## config.mk

```make
export PLATFORM = sky130hd
export DESIGN_NAME = lpac_top
export DESIGN_NICKNAME = d
export VERILOG_FILES = /design/src/design/lpac_pkg.sv /design/src/design/lpac_top.sv /design/src/design/lpac_page_store.sv /design/src/design/lpac_irq.sv
export SDC_FILE = /design/constraint.sdc
export NUM_CORES = 1
export LEC_CHECK = 0
export BUFFER_PORTS_ARGS = -buffer_cell sky130_fd_sc_hd__clkbuf_2
export CAP_MARGIN = 20
export CORE_MARGIN = 1
export CORE_UTILIZATION = 45
export CTS_BUF_LIST = sky130_fd_sc_hd__clkbuf_8
export CTS_CLUSTER_DIAMETER = 60
export DETAILED_ROUTE_END_ITERATION = 8
export GPL_ROUTABILITY_DRIVEN = 0
export HOLD_SLACK_MARGIN = 0.06
export PLACE_DENSITY = 0.77
export SLEW_MARGIN = 0
export SYNTH_ARGS = -nofsm -noshare
export SYNTH_HDL_FRONTEND = slang
export SYNTH_SLANG_ARGS = --single-unit
```

## constraint.sdc

```tcl
create_clock -name clock -period 4.2 [get_ports clock]
set_clock_uncertainty 0.05 [all_clocks]
set_input_delay 0 -clock clock [delete_from_list [all_inputs] [get_ports clock]]
set_output_delay 0 -clock clock [all_outputs]
set_load 0.02 [all_outputs]
```

## src/design/lpac_pkg.sv

```systemverilog
// package for the link partner ability capture block
// assumes a 32-bit axi4-lite register bus and one 100 MHz clock
package lpac_pkg;
    // register byte addresses (printed offset 0x5 is an index, so byte address is 4x)
    localparam logic [3:0] LPAC_IDX_ABILITY = 4'h5;
    localparam logic [7:0] LPAC_ADDR_ABILITY = 8'h14;
    localparam logic [7:0] LPAC_ADDR_STATUS = 8'h40;
    localparam logic [7:0] LPAC_ADDR_MASK = 8'h44;
    localparam logic [7:0] LPAC_ADDR_VIEW = 8'h48;
    // base page field positions
    localparam int LPAC_BIT_NEXT_PAGE = 15;
    localparam int LPAC_BIT_ACK = 14;
    localparam int LPAC_BIT_REMOTE_FAULT = 13;
    localparam int LPAC_BIT_RESERVED = 12;
    localparam int LPAC_BIT_ASYM = 11;
    localparam int LPAC_BIT_PAUSE = 10;
    localparam int LPAC_BIT_T4 = 9;
    localparam int LPAC_BIT_HUNDRED_FD = 8;
    localparam int LPAC_BIT_HUNDRED = 7;
    localparam int LPAC_BIT_TEN_FD = 6;
    localparam int LPAC_BIT_TEN = 5;
    localparam int LPAC_SEL_MSB = 4;
    // selector code for the fast ethernet protocol
    localparam logic [4:0] LPAC_SEL_FAST_ETH = 5'h01;
    localparam logic [15:0] LPAC_WORD_RESET = 16'h0000;
    // interrupt status bits
    localparam int LPAC_IRQ_BASE = 0;
    localparam int LPAC_IRQ_NEXT = 1;
    localparam int LPAC_IRQ_FAULT = 2;
    localparam logic [2:0] LPAC_IRQ_RESET = 3'h0;
    // axi responses
    localparam logic [1:0] LPAC_RESP_OKAY = 2'h0;
    localparam logic [1:0] LPAC_RESP_SLVERR = 2'h2;

    // one received link code word from the negotiation machine
    typedef struct packed {
        logic valid;      // one-cycle pulse
        logic nextPage;   // word is a next page, not the base page
        logic [15:0] word;
    } lpac_page_t;

    // read answer carrier
    typedef struct packed {
        logic [31:0] data;
        logic [1:0] resp;
    } lpac_rd_t;
endpackage

```

## src/design/lpac_top.sv

```systemverilog
// link partner ability capture: read-only partner register over axi4-lite
// assumes negotiation machine delivers received words as one-cycle pulses
// Notes on behaviour
// - bit 15 shows partner next page request
// - bit 14 shows partner acknowledge
// - acknowledge set only by received bursts
// - bit 13 shows partner remote fault
// - bit 12 reserved, reads zero in the base page layout
// - bit 11 shows asymmetric pause support
// - bit 10 shows symmetric pause support
// - bit 9 shows four pair hundred
// - bit 8 shows hundred full duplex
// - bit 7 shows hundred twisted pair
// - bit 6 shows ten full duplex
// - bit 5 shows ten twisted pair
// - low five bits hold selector, reset zero
// - next page layout after next page negotiation
// - selector 00001 means fast ethernet
//
// The AXI4-Lite register port is this design's own decision.
`timescale 1ns/1ps
module lpac_top
    import lpac_pkg::*;
(
    input wire logic clock,
    input wire logic rst,
    // negotiation machine side
    input wire lpac_page_t page,
    input wire logic negDone,
    output logic fastEthSelector,
    output logic irq,
    // axi4-lite write address
    input wire logic [7:0] s_axi_awaddr,
    input wire logic s_axi_awvalid,
    output logic s_axi_awready,
    // write data
    input wire logic [31:0] s_axi_wdata,
    input wire logic [3:0] s_axi_wstrb,
    input wire logic s_axi_wvalid,
    output logic s_axi_wready,
    // write response
    output logic [1:0] s_axi_bresp,
    output logic s_axi_bvalid,
    input wire logic s_axi_bready,
    // read address
    input wire logic [7:0] s_axi_araddr,
    input wire logic s_axi_arvalid,
    output logic s_axi_arready,
    // read data
    output logic [31:0] s_axi_rdata,
    output logic [1:0] s_axi_rresp,
    output logic s_axi_rvalid,
    input wire logic s_axi_rready
);
    logic [15:0] baseWord; // captured base page
    logic [15:0] nextWord; // captured next page
    logic nextView; // register shows next page layout
    logic [2:0] irqStatus; // sticky events
    logic [2:0] irqMask; // event enables
    logic [2:0] events; // one-cycle event pulses
    logic [7:0] wrAddr; // latched write address
    logic [31:0] wrData; // latched write data
    logic [3:0] wrStrb; // latched strobes
    logic haveAw; // write address held
    logic haveW; // write data held
    logic wrFire; // both halves held, response free
    logic clearStrobe; // write one clear to status
    logic maskStrobe; // mask update
    lpac_rd_t next_rd; // decoded read answer
    logic [15:0] viewWord; // word presented at the partner address

    // write state
    typedef enum logic [2:0] {
        LPAC_W_IDLE = 3'b001,
        LPAC_W_EXEC = 3'b010,
        LPAC_W_RESP = 3'b100
    } lpac_wstate_t;
    lpac_wstate_t wState;

    lpac_page_store u_store (
        .clock(clock),
        .rst(rst),
        .page(page),
        .negDone(negDone),
        .baseWord(baseWord),
        .nextWord(nextWord),
        .nextView(nextView)
    );

    // events: base page, next page, remote fault seen
    assign events = {page.valid && !page.nextPage && page.word[LPAC_BIT_REMOTE_FAULT],
                     page.valid && page.nextPage,
                     page.valid && !page.nextPage};

    assign wrFire = (wState == LPAC_W_EXEC);
    assign clearStrobe = wrFire && wrAddr == LPAC_ADDR_STATUS && wrStrb[0];
    assign maskStrobe = wrFire && wrAddr == LPAC_ADDR_MASK && wrStrb[0];

    lpac_irq #(.WIDTH(3)) u_irq (
        .clock(clock),
        .rst(rst),
        .events(events),
        .clearStrobe(clearStrobe),
        .clearBits(wrData[2:0]),
        .maskStrobe(maskStrobe),
        .maskBits(wrData[2:0]),
        .status(irqStatus),
        .mask(irqMask),
        .irq(irq)
    );

    // selector compare for fast ethernet
    always_ff @(posedge clock or posedge rst) begin
        if (rst) begin
            fastEthSelector <= 1'b0;
        end else begin
            fastEthSelector <= baseWord[LPAC_SEL_MSB:0] == LPAC_SEL_FAST_ETH;
        end
    end

    // word at the partner address: base layout passes every bit but the reserved one
    // straight through (np, ack, fault, pause, abilities, selector), next layout later
    assign viewWord = nextView ? nextWord : baseWord;

    // write channel capture, address and data in either order
    always_ff @(posedge clock or posedge rst) begin
        if (rst) begin
            haveAw <= 1'b0;
            wrAddr <= 8'h00;
        end else if (s_axi_awvalid && s_axi_awready) begin
            haveAw <= 1'b1;
            wrAddr <= s_axi_awaddr;
        end else if (wrFire) begin
            haveAw <= 1'b0;
        end
    end

    always_ff @(posedge clock or posedge rst) begin
        if (rst) begin
            haveW <= 1'b0;
            wrData <= 32'h00000000;
            wrStrb <= 4'h0;
        end else if (s_axi_wvalid && s_axi_wready) begin
            haveW <= 1'b1;
            wrData <= s_axi_wdata;
            wrStrb <= s_axi_wstrb;
        end else if (wrFire) begin
            haveW <= 1'b0;
        end
    end

    // readies are registered: offered in LPAC_W_IDLE while the half is not held
    always_ff @(posedge clock or posedge rst) begin
        if (rst) begin
            s_axi_awready <= 1'b0;
            s_axi_wready <= 1'b0;
        end else begin
            s_axi_awready <= wState == LPAC_W_IDLE && !haveAw && !(s_axi_awvalid && s_axi_awready);
            s_axi_wready <= wState == LPAC_W_IDLE && !haveW && !(s_axi_wvalid && s_axi_wready);
        end
    end

    // write sequencing: exec one cycle, then response
    always_ff @(posedge clock or posedge rst) begin
        if (rst) begin
            wState <= LPAC_W_IDLE;
        end else begin
            unique case (wState)
                LPAC_W_IDLE: begin
                    if (haveAw && haveW) begin
                        wState <= LPAC_W_EXEC;
                    end
                end
                LPAC_W_EXEC: begin
                    wState <= LPAC_W_RESP;
                end
                LPAC_W_RESP: begin
                    if (s_axi_bvalid && s_axi_bready) begin
                        wState <= LPAC_W_IDLE;
                    end
                end
            endcase
        end
    end

    // write response; partner register writes are ignored but answered okay
    always_ff @(posedge clock or posedge rst) begin
        if (rst) begin
            s_axi_bvalid <= 1'b0;
            s_axi_bresp <= LPAC_RESP_OKAY;
        end else if (wrFire) begin
            s_axi_bvalid <= 1'b1;
            // the partner word is never written, so ack stays hardware owned
            if (wrAddr == LPAC_ADDR_ABILITY || wrAddr == LPAC_ADDR_STATUS ||
                wrAddr == LPAC_ADDR_MASK || wrAddr == LPAC_ADDR_VIEW) begin
                s_axi_bresp <= LPAC_RESP_OKAY;
            end else begin
                s_axi_bresp <= LPAC_RESP_SLVERR;
            end
        end else if (s_axi_bvalid && s_axi_bready) begin
            s_axi_bvalid <= 1'b0;
        end
    end

    // read decode
    always_comb begin
        next_rd.data = 32'h00000000;
        next_rd.resp = LPAC_RESP_OKAY;
        unique case (s_axi_araddr)
            LPAC_ADDR_ABILITY: next_rd.data = {16'h0000, viewWord};
            LPAC_ADDR_STATUS: next_rd.data = {29'h0, irqStatus};
            LPAC_ADDR_MASK: next_rd.data = {29'h0, irqMask};
            LPAC_ADDR_VIEW: next_rd.data = {31'h0, nextView};
            default: next_rd.resp = LPAC_RESP_SLVERR; // unmapped
        endcase
    end

    // read channel: one read at a time, answer the cycle after accept
    always_ff @(posedge clock or posedge rst) begin
        if (rst) begin
            s_axi_arready <= 1'b0;
            s_axi_rvalid <= 1'b0;
            s_axi_rdata <= 32'h00000000;
            s_axi_rresp <= LPAC_RESP_OKAY;
        end else if (s_axi_arvalid && s_axi_arready) begin
            s_axi_arready <= 1'b0;
            s_axi_rvalid <= 1'b1;
            s_axi_rdata <= next_rd.data;
            s_axi_rresp <= next_rd.resp;
        end else if (s_axi_rvalid) begin
            if (s_axi_rready) begin
                s_axi_rvalid <= 1'b0;
            end
        end else begin
            s_axi_arready <= 1'b1;
        end
    end
endmodule // lpac_top

```

## src/design/lpac_page_store.sv

```systemverilog
// holds the base page and next page words captured from partner bursts
// assumes page pulses come only from the negotiation machine
`timescale 1ns/1ps
module lpac_page_store
    import lpac_pkg::*;
(
    input wire logic clock,
    input wire logic rst,
    input wire lpac_page_t page,
    input wire logic negDone,
    output logic [15:0] baseWord,
    output logic [15:0] nextWord,
    output logic nextView
);
    // base word capture; reserved bit forced to zero
    always_ff @(posedge clock or posedge rst) begin
        if (rst) begin
            baseWord <= LPAC_WORD_RESET;
        end else if (page.valid && !page.nextPage) begin
            baseWord <= page.word & ~(16'h0001 << LPAC_BIT_RESERVED);
        end
    end

    // next page capture
    always_ff @(posedge clock or posedge rst) begin
        if (rst) begin
            nextWord <= LPAC_WORD_RESET;
        end else if (page.valid && page.nextPage) begin
            nextWord <= page.word;
        end
    end

    // view flips to next page once negotiation ends with next pages used
    always_ff @(posedge clock or posedge rst) begin
        if (rst) begin
            nextView <= 1'b0;
        end else if (page.valid && !page.nextPage) begin
            nextView <= 1'b0; // new base page restarts the exchange
        end else if (negDone && baseWord[LPAC_BIT_NEXT_PAGE]) begin
            nextView <= 1'b1;
        end
    end
endmodule // lpac_page_store

```

## src/design/lpac_irq.sv

```systemverilog
// sticky event flags, write one to clear, masked onto one level output
// assumes events are one-cycle pulses
`timescale 1ns/1ps
module lpac_irq
    import lpac_pkg::*;
#(
    parameter int WIDTH = 3
)
(
    input wire logic clock,
    input wire logic rst,
    input wire logic [WIDTH-1:0] events,
    input wire logic clearStrobe,
    input wire logic [WIDTH-1:0] clearBits,
    input wire logic maskStrobe,
    input wire logic [WIDTH-1:0] maskBits,
    output logic [WIDTH-1:0] status,
    output logic [WIDTH-1:0] mask,
    output logic irq
);
    // set beats clear in the same cycle so no event is lost
    always_ff @(posedge clock or posedge rst) begin
        if (rst) begin
            status <= '0;
        end else begin
            status <= (status & ~(clearStrobe ? clearBits : '0)) | events;
        end
    end

    // mask register, one enables the bit
    always_ff @(posedge clock or posedge rst) begin
        if (rst) begin
            mask <= '0;
        end else if (maskStrobe) begin
            mask <= maskBits;
        end
    end

    // registered level output
    always_ff @(posedge clock or posedge rst) begin
        if (rst) begin
            irq <= 1'b0;
        end else begin
            irq <= |(((status & ~(clearStrobe ? clearBits : '0)) | events) & (maskStrobe ? maskBits : mask));
        end
    end
endmodule // lpac_irq

```

==> Word level (Yosys, flattened, before mapping) <==
Index checks and enable logic that the tools add are counted.
{ "totals": {"ff_bits": 98, "inputBits": 78, "output_inout_bits": 43, "elab_cells": 93} }
{ "op_classes": {"eq_ne": 15, "n_mux": 21, "bitwise_logic": 4, "reduce_logical": 32} }
{ "op_table": {"columns": ["op", "count"], "rows": [
  ["$pmux 16 s4", 1],
  ["$eq 8x7->1 const B", 6],
  ["$logic_and 1x1->1", 17],
  ["$eq 8x5->1 const B", 2],
  ["$mux 16", 1],
  ["$mux 1", 12],
  ["$mux 3", 4],
  ["$pmux 3 s3", 1],
  ["$reduce_bool 2->1", 4],
  ["$and 3x3->3", 2],
  ["$eq 5x1->1 const B", 1],
  ["$logic_not 1->1", 5],
  ["$mux 2", 2],
  ["$ne 2x1->1 const B", 2],
  ["$reduce_or 4->1", 1],
  ["$eq 3x1->1 const B", 1],
  ["$eq 3x2->1 const B", 1],
  ["$eq 3x3->1 const B", 1],
  ["$logic_or 1x1->1", 3],
  ["$not 3->3", 1],
  ["$or 3x3->3", 1],
  ["$reduce_or 3->1", 1],
  ["$ne 2x2->1 const B", 1],
  ["$reduce_and 2->1", 1]
]} }

==> Depth between registers and ports, before layout <==
{ "depth": {"word_depth": 9, "ltp_mapped": 6, "mapped_depth_nobuf": 5} }

==> Modules after synthesis <==
A second synthesis with hierarchy kept.
{ "hier_totals": {"hier_cells": 283, "area_unflattened_um2": 3592.2} }
{ "by_module_without_submodules": {"columns": ["module", "instances", "cells_per_inst", "area_each_um2", "seq_area_each_um2"], "rows": [
  ["lpac_top", 1, 191, 2057.0, 1027.2],
  ["lpac_page_store", 1, 73, 1261.2, 800.8],
  ["lpac_irq", 1, 19, 274.0, 175.2]
]} }

==> Worst setup path after synthesis <==
No wires, ideal clock.
{ "synth_timing": {"kind": "reg-to-reg", "from": "register wrAddr[0]", "to": "register u_irq.irq", "setup_ns": 0.126, "arrival_time_ns": 1.538, "path_slack_ns": 2.486, "stages_incl_launch_ff": 5, "period_less_slack_ns": 1.714, "cell_sequence": "dfrtp_1 > nor4_4 > nand4_2 > mux2_4 > a221o_1"} }
{ "synth_between": {"elab_chain_cells": 9} }
{ "synth_rtl": {"columns": ["element", "line_no", "source"], "rows": [
  ["from (decl)", "lpac_top.sv:61", "logic [7:0] wrAddr;"],
  ["from (signal assigned)", "lpac_top.sv:132", "wrAddr <= s_axi_awaddr;"],
  ["$eq 8x7->1", "lpac_top.sv:96", "assign clearStrobe = wrFire && wrAddr == LPAC_ADDR_STATUS && wrStrb[0];"],
  ["$logic_and 1x1->1 (2 in a row)", "lpac_top.sv:96", null],
  ["$mux 3", "lpac_irq.sv:44", "irq <= |(((status & ~(clearStrobe ? clearBits : '0)) | events) & (maskStrobe ? maskBits : mask));"],
  ["$not 3->3", "lpac_irq.sv:44", null],
  ["$and 3x3->3", "lpac_irq.sv:44", null],
  ["$or 3x3->3", "lpac_irq.sv:44", null],
  ["$and 3x3->3 *", "lpac_irq.sv:44", null],
  ["$reduce_or 3->1 *", "lpac_irq.sv:44", null],
  ["to (signal assigned)", "lpac_irq.sv:44", null],
  ["to (decl)", "lpac_irq.sv:19", "output logic irq"]
]} }
Mark *: on every way between the ends. The rest lies on a longest branch, timed or not.
A chain may end at the register's enable or synchronous reset.

==> Worst setup path in the final report <==
{ "layout_timing": {"from": "register u_store.nextView", "to": "register s_axi_rdata[0]"} }
{ "layout_between": {"elab_chain_cells": 2} }
{ "layout_rtl": {"columns": ["element", "line_no", "source"], "rows": [
  ["from (decl)", "lpac_page_store.sv:13", "output logic nextView"],
  ["from (signal assigned)", "lpac_page_store.sv:36", "nextView <= 1'b0;"],
  ["from (signal assigned)", "lpac_page_store.sv:38", "nextView <= 1'b0;"],
  ["from (signal assigned)", "lpac_page_store.sv:40", "nextView <= 1'b1;"],
  ["$mux 16", "lpac_top.sv:123", "assign viewWord = nextView ? nextWord : baseWord;"],
  ["$pmux 16 s4 *", "lpac_top.sv:209", "unique case (s_axi_araddr)"],
  ["to (signal assigned)", "lpac_top.sv:228", "s_axi_rdata <= next_rd.data;"],
  ["to (decl)", "lpac_top.sv:50", "output logic [31:0] s_axi_rdata,"]
]} }
Marked as above.

==> flow_metrics.tcl <==
set metrics [dict create \
    dr.pass1.iters 4 \
    worstPathRequired_ns 4.44 \
    synth_cell_types 39 \
    clock_tree.buffer_depth 2 \
    pre_cts_ws_ns 2.30 \
    cts_tree "yes" \
    path_depth 4 \
    cts-root-buf "clkbuf_8" \
    numCtsBuffers 9 \
    final_cell_mix "dfrtp_1, nand2_1, clkbuf_2" \
    critPathTopFamily "flip-flops" \
    power.internal_w 0.00135 \
    worst_pin_slew_ns 0.962 \
    whs_ns 0.0916 \
    start_kind "flop" \
    powerDensity_nw_per_um2 449 \
    track_usage 0.202 \
    initial_core_util 0.474 \
    run_status "complete, no violations" \
    drc 0 \
    hold_path.class "input pin to flop" \
    ctsResizeCount 0 \
    fill_cells 619 \
    power_frac_seq 0.525 \
    antenna_found_initial 0 \
    arrival_ns 2.54 \
    finalNonFillerCells 530 \
    cap_violations 0 \
    clock-sinks 80 \
    clk_latency_ns 0.35 \
    p_sw_w 0.000657 \
    clk_pin_slew_worst_paths_ns 0.09 \
    mappedNetlistArea_um2 3500 \
    worstRegToRegCells 4 \
    grt_pass1_wl_um 13000 \
    netlist_instances 312 \
    synth_warnings 0 \
    overflow 0 \
    hold_viol 0 \
    setup_tns_ns 0 \
    ctsHoldBuffers 41 \
    end_kind "flop" \
    fin_crit_sh 0.546 \
    numPortBuffers 70 \
    areaGrowthSynthToFinish_pct 27.6 \
    nets 504 \
    path_buf_inv 1 \
    power.leakage_nw 2.18 \
    crit_fanout 18 \
    path_class "flop to flop" \
    ant_nets 0 \
    std_cell_rows 31 \
    routedWlPerCell_um 14.1 \
    worst_ir_drop_vdd_v 0.000297 \
    coreArea_um2 7370 \
    synth.avg_cell_area_um2 11.2 \
    final_common_cell "dfrtp_1" \
    die_area_um2 8130 \
    wirelength_um 7470 \
    p_comb_frac 0.219 \
    rsz0062_at_grt "false" \
    place_inst 473 \
    power_frac_clock 0.256 \
    drive_gt1_frac 0.239 \
    yosys_most_used_dff "dfrtp_1" \
    grt_pass1_vias 2829 \
    synth-seq-area-share 0.573 \
    diodes 0 \
    setup_viol 0 \
    fmax_mhz 436 \
    synthArstFlopShare 1.00 \
    fp.dieW_um 90.1 \
    synth-edff-count 0 \
    grt_max_degree 42 \
    drt_iter0_drc 142 \
    finalCriticalPeriod_ns 2.29 \
    p_sw_frac 0.328 \
    via_count 2677 \
    hpwl_um 4880 \
    io_pins 121 \
    layout_setup_ws_ns 1.91 \
    slew_headroom 0.359 \
    critPathSlowestCell "dfrtp_1" \
    vias_per_cell 5.05 \
    die_h_um 90.1 \
    min_path_cells 3 \
    htreeDepth 3 \
    cts_setup_buffers 0 \
    slew_viol_final 0 \
    crit_chain "mux2i_1 > o32a_1 > o21ai_1 > dlygate4sd3_1" \
    cpPeakStageDelay_ns 0.98 \
    synth_seq_cells 80 \
]
[per-layer routing]
metal / part of all wire / vias to the layer above / GRT usage / routed length, um
li1: - / 1267 / - / -
met1: 0.41 / 1313 / 0.231 / 3090
met2: 0.52 / 84 / 0.363 / 3850
met3: 0.053 / 13 / 0.0558 / 398
met4: 0.017 / 0 / 0.0659 / 124
met5: 0 / - / 0 / 0
[path summary, 6_finish.rpt]
kind	from	end	slack, ns
min reg2reg	u_store.baseWord[4]$_DFFE_PP0P_	fastEthSelector$_DFF_PP0_	0.41
min	s_axi_awvalid	haveAw$_DFFE_PP0P_	0.09
max	u_store.nextView$_DFFE_PP0P_	s_axi_rdata[0]$_DFFE_PP0P_	1.91
min in group asynchronous	rst	wState[2]$_DFFE_PP0P_	0.22
max reg2reg	u_store.nextView$_DFFE_PP0P_	s_axi_rdata[0]$_DFFE_PP0P_	1.91
max in group asynchronous	rst	u_irq.irq$_DFF_PP0_	2.92
[flip-flops by register name, summed over array words and instances, names as in the netlist]
signal            count
s_axi_awready         1
s_axi_rdata          16
u_irq.status          3
s_axi_bvalid          1
wrData                3
wrStrb                1
u_irq.irq             1
s_axi_wready          1
u_store.nextWord     16
s_axi_rresp           1
u_store.nextView      1
u_irq.mask            3
wState                3
haveAw                1
s_axi_arready         1
wrAddr                8
haveW                 1
s_axi_bresp           1
u_store.baseWord     15
s_axi_rvalid          1
fastEthSelector       1
[cell families (layout without fill, tap and decap cells)]
kind of cell | Yosys count | in the layout | share of synthesized area
other cells | 1 | 18 | 0.00107
simple gates | 110 | 110 | 0.150
flops | 80 | 80 | 0.573
mux | 47 | 47 | 0.148
compound gates | 42 | 42 | 0.0719
buf+inv | 32 | 134 | 0.0565
[layout make-up]
cell class                 instances  area (um^2)  share of cell area
clock buffer                       9          124              0.0278
sequential                        80         2000               0.449
clock inverter                     7         55.1              0.0123
timing repair buffer             113          776               0.174
tap                               99          124              0.0278
inverter                           5         20.0             0.00449
multi-input combinational        217         1360               0.305
[worst reg2reg max path, cell delays in order (launching register included)]
cell	delay (ns)
dfrtp_1	0.98
mux2i_1	0.20
o32a_1	0.33
o21ai_1	0.12
dlygate4sd3_1	0.55
[power groups by stage]
| stage | registers (W) | clock network [W] | logic [W] |
|---|---|---|---|
| global route | 0.00108 | 0.000554 | 0.000488 |
| floorplan | 0.00104 | 0 | 0.000314 |
| finish | 0.00105 | 0.000513 | 0.000440 |
| CTS | 0.00105 | 0.000525 | 0.000441 |
| global placement | 0.00105 | 0 | 0.000394 |
| detailed placement | 0.00106 | 0 | 0.000411 |
[Yosys cell counts (all sizes together), types with 2 or more instances]
cell type,count,share of area
mux2,31,0.10
nand2,76,0.082
nand3b,2,0.0043
dfrtp,79,0.57
a22o,2,0.0050
nor4,4,0.011
clkbuf,5,0.0054
inv,5,0.0054
nand3,3,0.0043
nor3b,6,0.016
nor2,9,0.0097
mux2i,16,0.046
buf,22,0.046
a21oi,11,0.016
nand2b,4,0.0072
o21ai,16,0.023
a31oi,5,0.0089
o221ai,2,0.0050
[stage by stage]
step	utilization	cell area, um^2	power, W
after floorplan	-	3560	0.00136
after global placement	0.525	3870	0.00145
after detailed placement	0.525	3870	0.00147
after CTS	0.605	4460	0.00202
after global routing	0.605	4460	0.00212
final	0.605	4460	0.00200
Note: power is estimated with default switching activity, not from simulation.
